**src/hw/sapm_regs.svh**
```systemverilog
// register offsets, field positions, reset values and timing constants of the audio port monitor
`ifndef SAPM_REGS_SVH
`define SAPM_REGS_SVH

`define SAPM_ADDR_OFFSET      8'h34
`define SAPM_ADDR_ROUTE       8'h35
`define SAPM_ADDR_RATE        8'h37
`define SAPM_ADDR_RATIO_LOW   8'h38
`define SAPM_ADDR_INT_STATUS  8'h3a
`define SAPM_ADDR_INT_ENABLE  8'h3b
`define SAPM_ADDR_INT_CLEAR   8'h3c
`define SAPM_ADDR_LINK_STATUS 8'h3d

`define SAPM_RST_OFFSET       8'h00
`define SAPM_RST_ROUTE        8'h11
`define SAPM_RST_INT_ENABLE   3'h0

`define SAPM_LEFT_SRC_HI      5
`define SAPM_LEFT_SRC_LO      4
`define SAPM_RIGHT_SRC_HI     1
`define SAPM_RIGHT_SRC_LO     0
`define SAPM_RATIO_HI_MSB     5
`define SAPM_RATIO_HI_LSB     4

`define SAPM_SRC_MUTE         2'h0
`define SAPM_SRC_SAME         2'h1
`define SAPM_SRC_SWAP         2'h2

`define SAPM_RATE_ERR         4'h0
`define SAPM_RATE_8K          4'h2
`define SAPM_RATE_16K         4'h4
`define SAPM_RATE_32K         4'h6
`define SAPM_RATE_48K         4'h9
`define SAPM_RATE_96K         4'hb

`define SAPM_RATIO_MIN        10'd32
`define SAPM_RATIO_MAX        10'd512

`define SAPM_CLK_HZ           125000000
`define SAPM_RATE_TOL_PCT     2

`define SAPM_INT_RATE_CHG     0
`define SAPM_INT_VALID_CHG    1
`define SAPM_INT_RATIO_ERR    2

`endif

```
**src/hw/sapm_pkg.sv**
```systemverilog
// types shared by the audio port monitor
`default_nettype none
package sapm_pkg;
   typedef logic [1:0] sapm_src_t;
   typedef logic [3:0] sapm_rate_t;
   typedef logic [9:0] sapm_ratio_t;
   typedef logic [2:0] sapm_irq_t;
endpackage
`default_nettype wire

```
**src/hw/sapm_top.sv**
```systemverilog
// serial audio port configuration and monitor: offset, routing, rate and ratio monitor
//
// Operation
// (RQ1) sample starts a programmed number of bit clocks after frame start, in and out
// (RQ2) offset value equals the delay in bit clocks, zero means none
// (RQ3) left path: 00 mute, 01 left, 10 right; reset selects left
// (RQ4) right path: 00 mute, 01 right, 10 left; reset selects right
// (RQ5) software never writes the reserved code 11 to a path select
// (RQ6) detected rate code: 0 error, 2/4/6/9/b for 8/16/32/48/96 kHz
// (RQ7) upper two ratio bits appear in bits 5-4 of the rate monitor
// (RQ8) bit clocks per frame counted, low byte readable, up to 512
// (RQ9) bit clock valid only when ratio stable and within 32 to 512
// (RQ10) monitor fields refresh continuously; writes to them are ignored
// (RQ11) both ratio fields come from one frame's capture
`default_nettype none
`include "sapm_regs.svh"
module sapm_top #(
   parameter int SAMPLE_W = 24,
   parameter int CNT_W = 16
) (
   input wire logic I_CLK_SYS,
   input wire logic I_RST_N,
   input wire logic I_SERIAL_BIT_CLOCK,
   input wire logic I_FRAME_CLOCK,
   input wire logic I_SERIAL_DATA,
   input wire logic [7:0] I_ADDR,
   input wire logic [7:0] I_WDATA,
   input wire logic I_WR,
   input wire logic I_RD,
   output logic [7:0] O_RDATA,
   output logic O_IRQ,
   output logic [SAMPLE_W-1:0] O_LEFT_PATH,
   output logic [SAMPLE_W-1:0] O_RIGHT_PATH,
   output logic O_SAMPLE_STROBE,
   output logic O_SERIAL_DATA_OUT
);
   import sapm_pkg::*;

   // ----------------------------------------------------------------
   // state
   // ----------------------------------------------------------------
   typedef struct packed {
      logic [7:0] offset;
      sapm_src_t left_src;
      sapm_src_t right_src;
      sapm_irq_t int_status;
      sapm_irq_t int_enable;
      logic [7:0] rdata;
      logic [9:0] bit_cnt;
      logic [9:0] offs_cnt;
      logic [5:0] shift_cnt;
      logic capturing;
      logic in_frame;
      logic frame_side;
      logic [SAMPLE_W-1:0] shreg;
      logic [SAMPLE_W-1:0] left_smp;
      logic [SAMPLE_W-1:0] right_smp;
      logic [SAMPLE_W-1:0] out_left;
      logic [SAMPLE_W-1:0] out_right;
      logic strobe;
      logic [SAMPLE_W-1:0] tx_shreg;
      logic tx_bit;
      logic [5:0] tx_cnt;
      sapm_ratio_t ratio;
      sapm_ratio_t last_ratio;
      logic ratio_valid;
      logic [CNT_W-1:0] cyc_cnt;
      logic [CNT_W-1:0] frame_cycles;
      sapm_rate_t rate;
   } sapm_state_t;

   sapm_state_t st;
   sapm_state_t next_st;

   logic bck_rise;
   logic bck_fall;
   logic fr_level;
   logic fr_rise;
   logic din_level;
   logic [2:0] lvl;
   logic [2:0] rise;
   logic [2:0] fall;
   sapm_rate_t det_code;

   // ----------------------------------------------------------------
   // pin synchronisers
   // ----------------------------------------------------------------
   // data and frame clock share the bit clock's two flops so their alignment survives
   sapm_sync #(
      .WIDTH(3)
   ) u_sync (
      .I_CLK_SYS(I_CLK_SYS),
      .I_RST_N(I_RST_N),
      .i_async({I_SERIAL_DATA, I_FRAME_CLOCK, I_SERIAL_BIT_CLOCK}),
      .o_level(lvl),
      .o_rise(rise),
      .o_fall(fall)
   );

   assign bck_rise = rise[0];
   assign bck_fall = fall[0];
   assign fr_level = lvl[1];
   assign fr_rise = rise[1];
   assign din_level = lvl[2];

   sapm_rate_det #(
      .CNT_W(CNT_W)
   ) u_rate (
      .i_frame_cycles(st.frame_cycles),
      .o_code(det_code)
   );

   // ----------------------------------------------------------------
   // next state
   // ----------------------------------------------------------------
   always_comb begin
      logic [9:0] end_cnt;
      logic [9:0] tx_pos;
      logic [SAMPLE_W-1:0] tx_word;
      sapm_irq_t ev;
      end_cnt = '0;
      tx_pos = '0;
      tx_word = '0;
      ev = '0;
      next_st = st;
      next_st.strobe = 1'b0;
      next_st.rdata = 8'h00;

      // ----------------------------------------------------------------
      // frame and rate monitor
      // ----------------------------------------------------------------
      // frame timing measured in system cycles for the rate classifier
      next_st.cyc_cnt = (&st.cyc_cnt) ? st.cyc_cnt : st.cyc_cnt + CNT_W'(1);
      if (fr_rise) begin
         next_st.frame_cycles = st.cyc_cnt;
         next_st.cyc_cnt = '0;
      end
      // a lost frame clock leaves the last rate code in place until frames resume
      // rate code refreshed continuously; a change raises an event
      next_st.rate = det_code; // see (RQ6) see (RQ10)
      if (det_code != st.rate) begin
         ev[`SAPM_INT_RATE_CHG] = 1'b1;
      end

      // ----------------------------------------------------------------
      // serial capture
      // ----------------------------------------------------------------
      // serial side: data sampled on bit clock rise, frame edges seen there too
      if (bck_rise) begin
         // saturates so a runaway bit clock cannot wrap back into the legal ratio band
         end_cnt = (st.bit_cnt == 10'h3ff) ? st.bit_cnt : st.bit_cnt + 10'd1;
         next_st.bit_cnt = end_cnt;
         if (fr_level != st.frame_side) begin
            next_st.frame_side = fr_level;
            next_st.in_frame = 1'b1;
            next_st.offs_cnt = 10'd0;
            next_st.shift_cnt = '0;
            next_st.capturing = (st.offset == 8'h00); // see (RQ2)
            if (!fr_level) begin
               // one frame is a full frame clock period; count ends at its falling edge
               // the rise that opens a frame is the first one of the next count
               next_st.bit_cnt = 10'd1;
               next_st.ratio = st.bit_cnt; // see (RQ8) see (RQ11)
               next_st.last_ratio = st.ratio;
               // valid needs two equal frames in a row, so it lags a ratio change by a frame
               next_st.ratio_valid = (st.bit_cnt == st.ratio) && (st.bit_cnt >= `SAPM_RATIO_MIN)
                  && (st.bit_cnt <= `SAPM_RATIO_MAX); // see (RQ9)
               if (next_st.ratio_valid != st.ratio_valid) begin
                  ev[`SAPM_INT_VALID_CHG] = 1'b1;
               end
               if ((st.bit_cnt < `SAPM_RATIO_MIN) || (st.bit_cnt > `SAPM_RATIO_MAX)) begin
                  ev[`SAPM_INT_RATIO_ERR] = 1'b1;
               end
            end
            if (st.offset == 8'h00) begin
               next_st.shreg = {st.shreg[SAMPLE_W-2:0], din_level};
               next_st.shift_cnt = 6'd1;
            end
         end else if (st.in_frame) begin
            next_st.offs_cnt = st.offs_cnt + 10'd1;
            // offset counted in bit clocks from the first bit of each half frame
            if (!st.capturing && (st.offs_cnt + 10'd1 == {2'b00, st.offset})) begin // see (RQ1)
               next_st.capturing = 1'b1;
            end
            if (next_st.capturing && (st.shift_cnt != 6'(SAMPLE_W))) begin
               next_st.shreg = {st.shreg[SAMPLE_W-2:0], din_level};
               next_st.shift_cnt = st.shift_cnt + 6'd1;
               if (st.shift_cnt + 6'd1 == 6'(SAMPLE_W)) begin
                  if (st.frame_side) begin
                     next_st.left_smp = {st.shreg[SAMPLE_W-2:0], din_level};
                  end else begin
                     next_st.right_smp = {st.shreg[SAMPLE_W-2:0], din_level};
                     next_st.strobe = 1'b1;
                  end
               end
            end
         end
      end

      // ----------------------------------------------------------------
      // channel routing
      // ----------------------------------------------------------------
      // routing applied once both halves of a frame are in
      if (next_st.strobe) begin
         // reserved code 11 falls to mute so a stray write stays silent
         case (st.left_src) // see (RQ3)
            `SAPM_SRC_SAME: next_st.out_left = st.left_smp;
            `SAPM_SRC_SWAP: next_st.out_left = next_st.right_smp;
            default: next_st.out_left = '0;
         endcase
         case (st.right_src) // see (RQ4)
            `SAPM_SRC_SAME: next_st.out_right = next_st.right_smp;
            `SAPM_SRC_SWAP: next_st.out_right = st.left_smp;
            default: next_st.out_right = '0;
         endcase
      end

      // ----------------------------------------------------------------
      // serial output
      // ----------------------------------------------------------------
      // output data launched on bit clock fall with the same offset as the input
      // each half carries the pair routed in the previous frame: one frame of latency
      if (bck_fall) begin
         next_st.tx_bit = 1'b0;
         if (fr_level != st.frame_side) begin
            // this fall opens a half: it is slot zero and the routed word is loaded
            tx_word = fr_level ? st.out_left : st.out_right;
            tx_pos = 10'd0;
            next_st.tx_cnt = 6'd0;
         end else begin
            tx_word = st.tx_shreg;
            tx_pos = st.offs_cnt + 10'd1;
         end
         next_st.tx_shreg = tx_word;
         if ((tx_pos >= {2'b00, st.offset}) && (next_st.tx_cnt != 6'(SAMPLE_W))) begin // see (RQ1)
            next_st.tx_bit = tx_word[SAMPLE_W-1];
            next_st.tx_shreg = {tx_word[SAMPLE_W-2:0], 1'b0};
            next_st.tx_cnt = next_st.tx_cnt + 6'd1;
         end
      end

      // ----------------------------------------------------------------
      // register writes
      // ----------------------------------------------------------------
      // register writes; monitor addresses take no write
      if (I_WR) begin
         case (I_ADDR)
            `SAPM_ADDR_OFFSET: next_st.offset = I_WDATA;
            `SAPM_ADDR_ROUTE: begin
               next_st.left_src = I_WDATA[`SAPM_LEFT_SRC_HI:`SAPM_LEFT_SRC_LO];
               next_st.right_src = I_WDATA[`SAPM_RIGHT_SRC_HI:`SAPM_RIGHT_SRC_LO];
            end
            `SAPM_ADDR_INT_ENABLE: next_st.int_enable = I_WDATA[2:0];
            `SAPM_ADDR_INT_CLEAR: next_st.int_status = st.int_status & ~I_WDATA[2:0];
            default: next_st.int_status = st.int_status; // see (RQ10)
         endcase
      end
      // an event in the clearing cycle survives the clear
      next_st.int_status = next_st.int_status | ev;

      // ----------------------------------------------------------------
      // register reads
      // ----------------------------------------------------------------
      // reserved route bits read as zero: only the two selects are stored
      if (I_RD) begin
         case (I_ADDR)
            `SAPM_ADDR_OFFSET: next_st.rdata = st.offset;
            `SAPM_ADDR_ROUTE: next_st.rdata = {2'b00, st.left_src, 2'b00, st.right_src};
            `SAPM_ADDR_RATE: next_st.rdata = {2'b00, st.ratio[9:8], st.rate}; // see (RQ7)
            `SAPM_ADDR_RATIO_LOW: next_st.rdata = st.ratio[7:0]; // see (RQ8) see (RQ11)
            `SAPM_ADDR_INT_STATUS: next_st.rdata = {5'h00, st.int_status};
            `SAPM_ADDR_INT_ENABLE: next_st.rdata = {5'h00, st.int_enable};
            `SAPM_ADDR_LINK_STATUS: next_st.rdata = {7'h00, st.ratio_valid}; // see (RQ9)
            default: next_st.rdata = 8'h00;
         endcase
      end
   end

   // ----------------------------------------------------------------
   // registers
   // ----------------------------------------------------------------
   always_ff @(posedge I_CLK_SYS or negedge I_RST_N) begin
      if (!I_RST_N) begin
         st <= '0;
         st.offset <= `SAPM_RST_OFFSET;
         // both path selects start straight through
         st.left_src <= `SAPM_SRC_SAME; // see (RQ3)
         st.right_src <= `SAPM_SRC_SAME; // see (RQ4)
         st.int_enable <= `SAPM_RST_INT_ENABLE;
         st.rate <= `SAPM_RATE_ERR;
      end else begin
         st <= next_st;
      end
   end

   assign O_RDATA = st.rdata;
   assign O_IRQ = |(st.int_status & st.int_enable);
   assign O_LEFT_PATH = st.out_left;
   assign O_RIGHT_PATH = st.out_right;
   assign O_SAMPLE_STROBE = st.strobe;
   assign O_SERIAL_DATA_OUT = st.tx_bit;
endmodule
`default_nettype wire

```
**src/hw/sapm_sync.sv**
```systemverilog
// two-flop synchroniser with edge detection for the serial clocks and data
`default_nettype none
module sapm_sync #(
   parameter int WIDTH = 3
) (
   input wire logic I_CLK_SYS,
   input wire logic I_RST_N,
   input wire logic [WIDTH-1:0] i_async,
   output logic [WIDTH-1:0] o_level,
   output logic [WIDTH-1:0] o_rise,
   output logic [WIDTH-1:0] o_fall
);
   typedef struct packed {
      logic [WIDTH-1:0] meta;
      logic [WIDTH-1:0] sync;
      logic [WIDTH-1:0] prev;
   } sapm_sync_state_t;

   sapm_sync_state_t st;
   sapm_sync_state_t next_st;

   always_comb begin
      next_st = st;
      next_st.meta = i_async;
      next_st.sync = st.meta;
      next_st.prev = st.sync;
   end

   always_ff @(posedge I_CLK_SYS or negedge I_RST_N) begin
      if (!I_RST_N) begin
         st <= '0;
      end else begin
         st <= next_st;
      end
   end

   assign o_level = st.sync;
   assign o_rise = st.sync & ~st.prev;
   assign o_fall = ~st.sync & st.prev;
endmodule
`default_nettype wire

```
**src/hw/sapm_rate_det.sv**
```systemverilog
// sample-rate classifier: frame length in system cycles to rate code
`default_nettype none
`include "sapm_regs.svh"
module sapm_rate_det #(
   parameter int CNT_W = 16
) (
   input wire logic [CNT_W-1:0] i_frame_cycles,
   output sapm_pkg::sapm_rate_t o_code
);
   import sapm_pkg::*;

   // nominal frame length in system cycles for a given rate
   function automatic logic [CNT_W-1:0] nom(input int hz);
      return CNT_W'(`SAPM_CLK_HZ / hz);
   endfunction

   function automatic logic near(input logic [CNT_W-1:0] v, input logic [CNT_W-1:0] n);
      logic [CNT_W+7:0] tol;
      tol = (CNT_W+8)'(n) * (CNT_W+8)'(`SAPM_RATE_TOL_PCT) / (CNT_W+8)'(100);
      return ((CNT_W+8)'(v) + tol >= (CNT_W+8)'(n)) && ((CNT_W+8)'(v) <= (CNT_W+8)'(n) + tol);
   endfunction

   always_comb begin
      // tolerance window absorbs the half-period sampling jitter of the frame clock
      if (near(i_frame_cycles, nom(8000))) begin
         o_code = `SAPM_RATE_8K;
      end else if (near(i_frame_cycles, nom(16000))) begin
         o_code = `SAPM_RATE_16K;
      end else if (near(i_frame_cycles, nom(32000))) begin
         o_code = `SAPM_RATE_32K;
      end else if (near(i_frame_cycles, nom(48000))) begin
         o_code = `SAPM_RATE_48K;
      end else if (near(i_frame_cycles, nom(96000))) begin
         o_code = `SAPM_RATE_96K;
      end else begin
         o_code = `SAPM_RATE_ERR;
      end
   end
endmodule
`default_nettype wire

```
**config.mk**
```make
export PLATFORM = sky130hd
export DESIGN_NAME = sapm_top
export DESIGN_NICKNAME = d
export VERILOG_FILES = /design/src/hw/sapm_pkg.sv /design/src/hw/sapm_top.sv /design/src/hw/sapm_sync.sv /design/src/hw/sapm_rate_det.sv
export VERILOG_INCLUDE_DIRS = /design/src /design/src/hw
export SDC_FILE = /design/constraint.sdc
export NUM_CORES = 1
export LEC_CHECK = 0
export ABC_AREA = 1
export ABC_CLOCK_PERIOD_IN_PS = 2900
export BUFFER_PORTS_ARGS = -buffer_cell sky130_fd_sc_hd__clkbuf_2
export CAP_MARGIN = 20
export CORE_ASPECT_RATIO = 0.8
export CORE_UTILIZATION = 55
export CTS_CLUSTER_DIAMETER = 100
export DETAILED_ROUTE_END_ITERATION = 12
export PLACE_DENSITY = 0.76
export SLEW_MARGIN = 5
export SYNTH_ARGS = -nofsm -noshare
export SYNTH_HDL_FRONTEND = slang
export SYNTH_SLANG_ARGS = --single-unit
```
**constraint.sdc**
```tcl
create_clock -name I_CLK_SYS -period 2.9 [get_ports I_CLK_SYS]
set_clock_uncertainty 0.05 [all_clocks]
set_input_delay 0.58 -clock I_CLK_SYS [delete_from_list [all_inputs] [get_ports I_CLK_SYS]]
set_output_delay 0.58 -clock I_CLK_SYS [all_outputs]
set_load 0.01 [all_outputs]
```
==> results of run 1 <==
==> cell families after synthesis <==
family          Yosys count
buf+inv                 368
compound gates          238
xor+xnor                 36
mux                       3
simple gates           1194
fa+ha+maj                30
flops                   260
==> worst max-delay path: stages (launching register included) <==
cell,delay [ps]
dfrtp_1,570
inv_1,110
ha_1,230
inv_1,80
nand2_1,70
nand2_1,110
nand2_1,110
nand2_1,210
nand2_1,80
nand2_1,60
nand2_1,60
nor2_1,90
nand4_1,130
nand2_1,120
nand2_1,130
nand3_1,140
nand2_1,60
nand2_1,70
nand3_1,80
==> where the power goes <==
part           switching (mW)  leakage, nW  internal (mW)
logic                    1.95         4.99          0.984
registers               0.427         3.49           4.09
clock network            1.46        0.436           1.96
==> registers in the layout, summed over array words and instances (netlist names) <==
signal             count
O_LEFT_PATH           24
st                   194
O_RDATA                8
O_SERIAL_DATA_OUT      1
O_RIGHT_PATH          24
O_SAMPLE_STROBE        1
u_sync.next_st         3
u_sync.st              2
u_sync.o_level         3
==> per-layer routing <==
layer  GRT usage [%]  vias to the layer above  share of wire [%]
li1                -                     6730                  -
met1            44.9                     6527                 46
met2            44.5                      584                 43
met3            4.92                       72                8.9
met4            6.67                        2                1.8
met5               0                        -              0.026
==> what timing repair did <==
action / 4_1_cts / 5_1_grt
hold buffers: 1 / 0
gates resized for setup: 0 / 11
endpoints found under the setup margin: 0 / 72
endpoints found under the hold margin: 60 / 0
setup buffers: 0 / 2
==> final cells by class <==
cell class	instances	area share (%)
Sequential cell	260	39.2
Timing Repair Buffer	124	5.21
Clock inverter	8	0.279
Clock buffer	40	4.97
Inverter	232	5.29
Tap cell	357	2.69
Multi-Input combinational cell	1501	42.3
==> Yosys cell counts (4+ instances only) <==
library cell | instances | area (µm²)
a31oi_1 | 4 | 25.0
or2_2 | 4 | 25.0
o21ai_0 | 165 | 826
nor3_1 | 18 | 90.1
nand4_1 | 52 | 325
clkbuf_1 | 48 | 180
ha_1 | 30 | 375
a21oi_1 | 40 | 200
inv_1 | 222 | 833
buf_4 | 57 | 428
nor2_1 | 111 | 417
nand2_1 | 801 | 3010
nor2_2 | 8 | 50.1
xor2_1 | 26 | 228
nand3_1 | 183 | 916
a211oi_1 | 5 | 37.5
clkinv_1 | 8 | 30.0
nand2_2 | 4 | 25.0
xnor2_1 | 10 | 87.6
dfrtp_1 | 258 | 6460
buf_2 | 21 | 105
buf_6 | 8 | 90.1
==> how the worst min path moves through the flow <==
stage	start	end	slack, ps	cells past startpoint
2_1_floorplan	I_RST_N	O_LEFT_PATH[0]	230	0
3_3_place_gp	u_sync.next_st[5]	u_sync.o_level[2]	280	0
3_5_place_dp	u_sync.next_st[5]	u_sync.o_level[2]	280	0
4_1_cts	I_SERIAL_BIT_CLOCK	u_sync.next_st[3]	80	1
5_1_grt	I_SERIAL_DATA	u_sync.next_st[5]	80	1
6_report	I_SERIAL_DATA	u_sync.next_st[5]	100	1
==> metrics.txt, run 1 <==
status completed; vias in the first global route 13000; initial core utilization 56.9%; Worst setup startpoint st[6]; IO Pins 82; die height 151 µm; H-tree depth 1; Lkg Pwr 8.92 nW; design area 16600 µm²; Die X-Extent 188 µm; commonest non-fill, non-tap cell in the layout nand2_1; synthesized instance count 2129; max-slew headroom at the worst pin 45.1%; Worst EP arrival 3030 ps; Worst setup SP type flop; Overall Power 10.9 mW; TritonCTS Buffers 27; worst r2r src st[6]; first-pass iteration count of the detailed router 6; drt total wl 41600 µm; multiplexer share of the synthesized area 0.223%; total placed cells including tap cells 2471; most used flip-flop cell after synthesis dfrtp_1; Fillers 2402; Setup CP Type flop to flop; clock root buffer clkbuf_16; CORE AREA 26700 µm²; Compound-Gate Fraction of Synth Area 8.44%; clock insertion delay at the later pin of the skew report 550 ps; Routed Antenna Nets 0; final setup vio count 0; Max Cap Viol 0; multi-input gate area in the final layout 7020 µm²; CP max FO 11; number of antenna diodes 0; DIE AREA 28300 µm²; Place WS 136 ps; sequential cell area 6510 µm²; Syn Area/Cell 7.13 µm²; Synth Register Bits 260; Post-Synth XOR/XNOR Area 2.08%; CTS tree yes; Nets 2199; main combinational cell family by area after synthesis simple AND/OR/NAND/NOR gates; Max Buffers Root-to-Sink 3; Post-Syn Area 15200 µm²; initial antenna violation count 1; r2r endpoint st[249]; Setup crit end st[249]; synth-to-layout area growth 9.32%; minimum hold slack 97.3 ps; Synth Net Count 2182; largest net degree at the start of global routing 67; Synth Warn # 0; Setup WS post-layout 234 ps; Rows 53; Crit. End Element flop; Hold Fails Final Rpt 0; pwr dens 655 nW/µm²; first-pass GRT wire length 67800 µm; minimum clock period 2670 ps; DR vias/cell 5.52; Tightest Pin Transition 823 ps; Worst Hold Class primary input to flop; GR Overflow Total 0; Final Wtd Congestion 0.926; highest-count cells in the layout ignoring fill and taps 800 x nand2_1, 258 x dfrtp_1, 222 x inv_1, 183 x nand3_1, 164 x o21ai_0; number of synthesized flops with an enable pin 0; adder-cell share of the synthesized area 2.47%; distinct cell type count of the synthesized netlist 50; setup TNS 0 ps; fraction of layout cells with a size suffix above 1 9.42%; DR iter-0 viols 1418; fin util 62.2%; reg2reg path depth 18; Peak supply drop 0.000534 V; Seq/Total Area, Yosys 42.9%; total clock sinks 260; Total Routing Usage GR 29.7%; simple-gate share of the synthesized area 32.8%; Slew Viols, Final 0; DR DRC count 0; final cycle utilization of the critical path 91.9%; fmax 375 MHz; ys async rst share 100%; vias 13900; Port Buffers 81; Detailed Place HPWL 29200 µm; final cell count without fillers 2522; reg-to-reg setup timing slack 230 ps; Worst-path clk slew 60 ps; CP Data Required Time 3270 ps; average routed wire per standard cell 16.5 µm; Placed Area 15600 µm²
No activity file was read; power rests on OpenSTA's default activity.
==> run 2, diff against run 1 <==
PLACE_DENSITY = unset   (was 0.76)
PLACE_DENSITY_LB_ADDON = 0.08   (was unset)
==> metrics.txt, run 2 (synthesized netlist as in run 1, its figures left out) <==
final setup vio count 0 (unchanged); Worst-path clk slew 60 ps (about the same); IO Pins 82 (unchanged); CP max FO 11 (unchanged); reg2reg path depth 14 (-4); Slew Viols, Final 0 (unchanged); DR iter-0 viols 1342 (-5.4%); max-slew headroom at the worst pin 49.7% (+4.6 points); largest net degree at the start of global routing 74 (+10%); Hold Fails Final Rpt 0 (unchanged); r2r endpoint st[62]; Lkg Pwr 8.93 nW (about the same); RSZ-0062 raised after global routing false; internal power 7.18 mW (+2.1%); Nets 2199 (unchanged); sw frac 35.1% (-0.15 points); total clock sinks 260 (unchanged); minimum clock period 2680 ps (+10.9 ps); first-pass GRT wire length 67100 µm (-1.1%); max FFs per register 194 (unchanged); Max Cap Viol 0 (unchanged); multi-input gate area in the final layout 7000 µm² (-0.23%); number of antenna diodes 0 (unchanged); status completed; H-tree depth 1 (unchanged); die height 151 µm (unchanged); post-CTS setup buffer count 0 (unchanged); minimum hold slack 101 ps (+3.49 ps); Tightest Pin Transition 755 ps (-67.6 ps); vias 13700 (-1.5%); synth-to-layout area growth 9.51%; Total Routing Usage GR 29.7% (about the same); DR vias/cell 5.43 (-1.5%); commonest non-fill, non-tap cell in the layout nand2_1; Worst setup startpoint st[209]; initial antenna violation count 0 (-1); DIE AREA 28300 µm² (unchanged); Crit. End Element flop; Logic pwr share 27.2% (+0.2 points); Die X-Extent 188 µm (unchanged); Clock power frac 32.3% (+0.9 points); P_sw 3.89 mW (+1.5%); first-pass iteration count of the detailed router 8 (+2); CP Data Required Time 3260 ps (about the same); TritonCTS Buffers 27 (unchanged); Setup CP Type flop to flop; Final Wtd Congestion 0.926 (about the same); fraction of layout cells with a size suffix above 1 9.46% (+0.042 points); Port Buffers 81 (unchanged); sequential share of power 40.5% (-1.1 points); reg-to-reg setup timing slack 220 ps (about the same); Detailed Place HPWL 28900 µm (-0.89%); DR DRC count 0 (unchanged); fin util 62.3% (+0.11 points); drt total wl 41700 µm (+0.26%); clock insertion delay at the later pin of the skew report 540 ps (about the same); average routed wire per standard cell 16.5 µm (+0.22%); Worst Hold Class primary input to flop; initial core utilization 56.9% (unchanged); setup TNS 0 ps (unchanged); GR Overflow Total 0 (unchanged); Peak supply drop 0.000460 V (-14%); Setup crit end st[62]; Max Buffers Root-to-Sink 3 (unchanged); Fillers 2482 (+3.3%); Worst EP arrival 3040 ps (about the same); worst r2r src st[209]; vias in the first global route 12400 (-4.0%); sequential cell area 6510 µm² (about the same); Rows 53 (unchanged); clock root buffer clkbuf_16; CORE AREA 26700 µm² (unchanged); Routed Antenna Nets 0 (unchanged); CTS tree yes; fmax 374 MHz (-0.41%); highest-count cells in the layout ignoring fill and taps 800 x nand2_1, 257 x dfrtp_1, 221 x inv_1, 183 x nand3_1, 164 x o21ai_0; pwr dens 667 nW/µm² (+1.7%); final cycle utilization of the critical path 92.3% (+0.38 points); Worst setup SP type flop; Most flops, register st
[run 2: layer usage]
layer / routed length (µm) / track usage, % / up-vias
met2: 16900 / 41.4 / 495
met3: 2970 / 3.78 / 50
li1: - / - / 6762
met4: 682 / 5.98 / 0
met1: 21200 / 48.3 / 6400
met5: 0 / 0 / -
[run 2: worst max-delay path: stages, from the launching register on]
cell,delay [ps]
dfrtp_1,400
ha_2,350
buf_4,210
nor2_2,70
ha_1,280
o21ai_1,70
a21oi_1,160
o21bai_1,80
nand2_1,70
nand2_1,60
nand4_1,110
nand2_2,120
nor2_2,210
nand3_1,130
xor2_1,170
[run 2: layout make-up]
class / instances / area share (%)
multi-input cells: 1501 / 42.1
inverters: 232 / 5.24
clock inverters: 10 / 0.685
flip-flops and latches: 260 / 39.2
clock buffers: 39 / 4.76
repair buffers: 124 / 5.30
well taps: 357 / 2.69
[run 2: through the flow]
step | worst slack [ps] | total power [mW] | area, µm² | std cells
5_1_grt | 9.25 | 11.7 | 16600 | 2523
2_1_floorplan | 42.7 | 6.49 | 15200 | 2129
3_3_place_gp | 192 | 7.38 | 15700 | 2473
6_report | 223 | 11.1 | 16600 | 2523
4_1_cts | 75.8 | 11.0 | 16600 | 2523
3_5_place_dp | 91.4 | 7.46 | 15700 | 2473
[run 2: power by group through the flow]
stage	logic, mW	clock network (mW)	registers, mW
after global routing	3.40	3.77	4.55
after CTS	2.95	3.61	4.48
final	3.01	3.57	4.49
after global placement	2.86	0	4.52
after detailed placement	2.93	0	4.53
after floorplan	2.08	0	4.42
[run 2: worst min-delay path by stage]
stage | start | end | slack (ps) | cells after the start
after detailed placement | u_sync.next_st[4] | u_sync.o_level[1] | 290 | 0
after floorplan | I_RST_N | O_LEFT_PATH[0] | 230 | 0
after global placement | u_sync.next_st[5] | u_sync.o_level[2] | 280 | 0
after CTS | I_SERIAL_DATA | u_sync.next_st[5] | 90 | 1
after global routing | I_SERIAL_DATA | u_sync.next_st[5] | 90 | 1
final | I_SERIAL_DATA | u_sync.next_st[5] | 100 | 1
[run 2: timing repair]
item | 4_1_cts | 5_1_grt
endpoints found under the setup margin | 0 | 30
hold endpoints to repair | 45 | 0
hold buffers | 1 | 0
gates resized for setup | 0 | 11
==> run 3, diff against run 2 <==
CORE_UTILIZATION = 56   (was 55)
RECOVER_POWER = 100   (was unset)
==> metrics.txt, run 3 (synthesized netlist as in run 1, its figures left out) <==
clock insertion delay at the later pin of the skew report 540 ps (about the same); Hold Path Depth 1 (unchanged); total clock sinks 260 (unchanged); reg2reg path depth 15 (+1); highest-count cells in the layout ignoring fill and taps 800 x nand2_1, 257 x dfrtp_1, 221 x inv_1, 183 x nand3_1, 165 x o21ai_0; Lkg Pwr 8.78 nW (-1.6%); Detailed Place HPWL 28800 µm (-0.38%); Routed Antenna Nets 0 (unchanged); DR DRC count 0 (unchanged); Hold Fails Final Rpt 0 (unchanged); fraction of layout cells with a size suffix above 1 7.21% (-2.3 points); IO Pins 82 (unchanged); Tightest Pin Transition 1410 ps (+652 ps); Peak supply drop 0.000676 V (+47%); Max Cap Viol 0 (unchanged); Placed Area 15700 µm² (unchanged); minimum clock period 2700 ps (+27.6 ps); Place WS 8.60 ps (-82.8 ps); final cycle utilization of the critical path 93.3% (+0.95 points); max FFs per register 194 (unchanged); TritonCTS Buffers 28 (+3.7%); Worst Hold Class primary input to flop; drt total wl 41200 µm (-1.2%); status completed; final setup vio count 0 (unchanged); clock root buffer clkbuf_16; die height 149 µm (-0.89%); design area 16600 µm² (+0.17%); initial core utilization 57.3% (+0.43 points); DR vias/cell 5.48 (+0.88%); largest net degree at the start of global routing 75 (+1.4%); Most flops, register st; Crit. End Element flop; Port Buffers 81 (unchanged); vias in the first global route 12400 (-0.16%); vias 13900 (+1.3%); number of antenna diodes 0 (unchanged); max-slew headroom at the worst pin 6.16% (-43 points); CP Data Required Time 3330 ps (+70 ps); Setup WS post-layout 195 ps (-27.6 ps); pwr dens 680 nW/µm² (+2.0%); Slew Viols, Final 0 (unchanged); Worst setup SP type flop; Rows 53 (unchanged); Worst-path clk slew 70 ps (about the same); Total Routing Usage GR 30.1% (+0.45 points); Worst EP arrival 3130 ps (+90 ps); first-pass GRT wire length 66400 µm (-1.0%); Nets 2209 (+0.45%); first-pass iteration count of the detailed router 6 (-2); DR iter-0 viols 1286 (-4.2%); initial antenna violation count 0 (unchanged); Die X-Extent 186 µm (-0.89%); CP max FO 24 (+13); fmax 370 MHz (-1.0%); Max Buffers Root-to-Sink 3 (unchanged); CTS tree yes; Setup CP Type flop to flop; CORE AREA 26500 µm² (-0.75%); GR Overflow Total 0 (unchanged); synth-to-layout area growth 9.70%; Final Wtd Congestion 0.934 (+0.86%); H-tree depth 1 (unchanged); DIE AREA 27800 µm² (-1.8%); commonest non-fill, non-tap cell in the layout nand2_1; average routed wire per standard cell 16.3 µm (-1.6%)
[run 3: what timing repair did]
item / CTS / global route
setup endpoints to repair: 24 / 40
endpoints found under the hold margin: 27 / 0
buffers inserted: 0 / 9
hold buffers: 1 / 0
pin swaps: 0 / 2
resized for setup: 0 / 10
[run 3: area by class of cell]
type,instances,area [µm²]
Fill cell,2439,9820
Multi-Input combinational cell,1501,7010
Sequential cell,260,6510
Inverter,232,875
Clock buffer,39,843
Timing Repair Buffer,133,820
Tap cell,357,447
Clock inverter,12,143
[run 3: through the flow]
stage	hold WS [ps]	utilization [%]	power [mW]	std cells	setup TNS, ps
after detailed placement	286	59.2	7.41	2473	0
final	97.2	62.9	11.3	2534	0
after floorplan	234	-	6.49	2129	0
after global routing	74.5	62.9	12.0	2534	-11.7
after CTS	81.4	63.0	11.2	2525	-406
after global placement	292	59.2	7.33	2473	0
[run 3: critical path, cell delays in order, from the launching register on]
cell and delay, ps:
dfrtp_1 430, ha_2 240, nand2_2 120, nor2_2 140, nand2_1 60, nand2_1 60
nand2_1 90, nand3b_1 180, nor2_1 130, nand2_2 140, a21boi_4 270, nand3_2 170
nor2_4 140, buf_12 190, nand2_1 130, nand2_1 80
[run 3: power breakdown]
group / internal (mW) / switching, mW / total, mW / leakage, nW
registers: 4.09 / 0.403 / 4.50 / 3.49
logic: 1.04 / 1.97 / 3.02 / 4.80
clock network: 2.29 / 1.51 / 3.80 / 0.496
total: 7.43 / 3.88 / 11.3 / 8.78
[run 3: layer usage]
layer | up-vias | routed length (µm) | global-route usage [%]
li1 | 6761 | - | -
met1 | 6571 | 20700 | 48.8
met2 | 500 | 16800 | 42.0
met3 | 56 | 3090 | 4.91
met4 | 0 | 627 | 5.37
met5 | - | 0 | 0
[run 3: worst paths after layout]
| path | startpoint | end | slack, ps |
|---|---|---|---|
| setup / recovery | st[218] | O_LEFT_PATH[1] | 200 |
| hold / removal | I_SERIAL_DATA | u_sync.next_st[5] | 100 |
| setup reg to reg | st[218] | O_LEFT_PATH[1] | 200 |
| hold reg to reg | u_sync.next_st[3] | u_sync.o_level[0] | 300 |
| max in group asynchronous | I_RST_N | O_LEFT_PATH[20] | 500 |
| min in group asynchronous | I_RST_N | O_RDATA[4] | 520 |
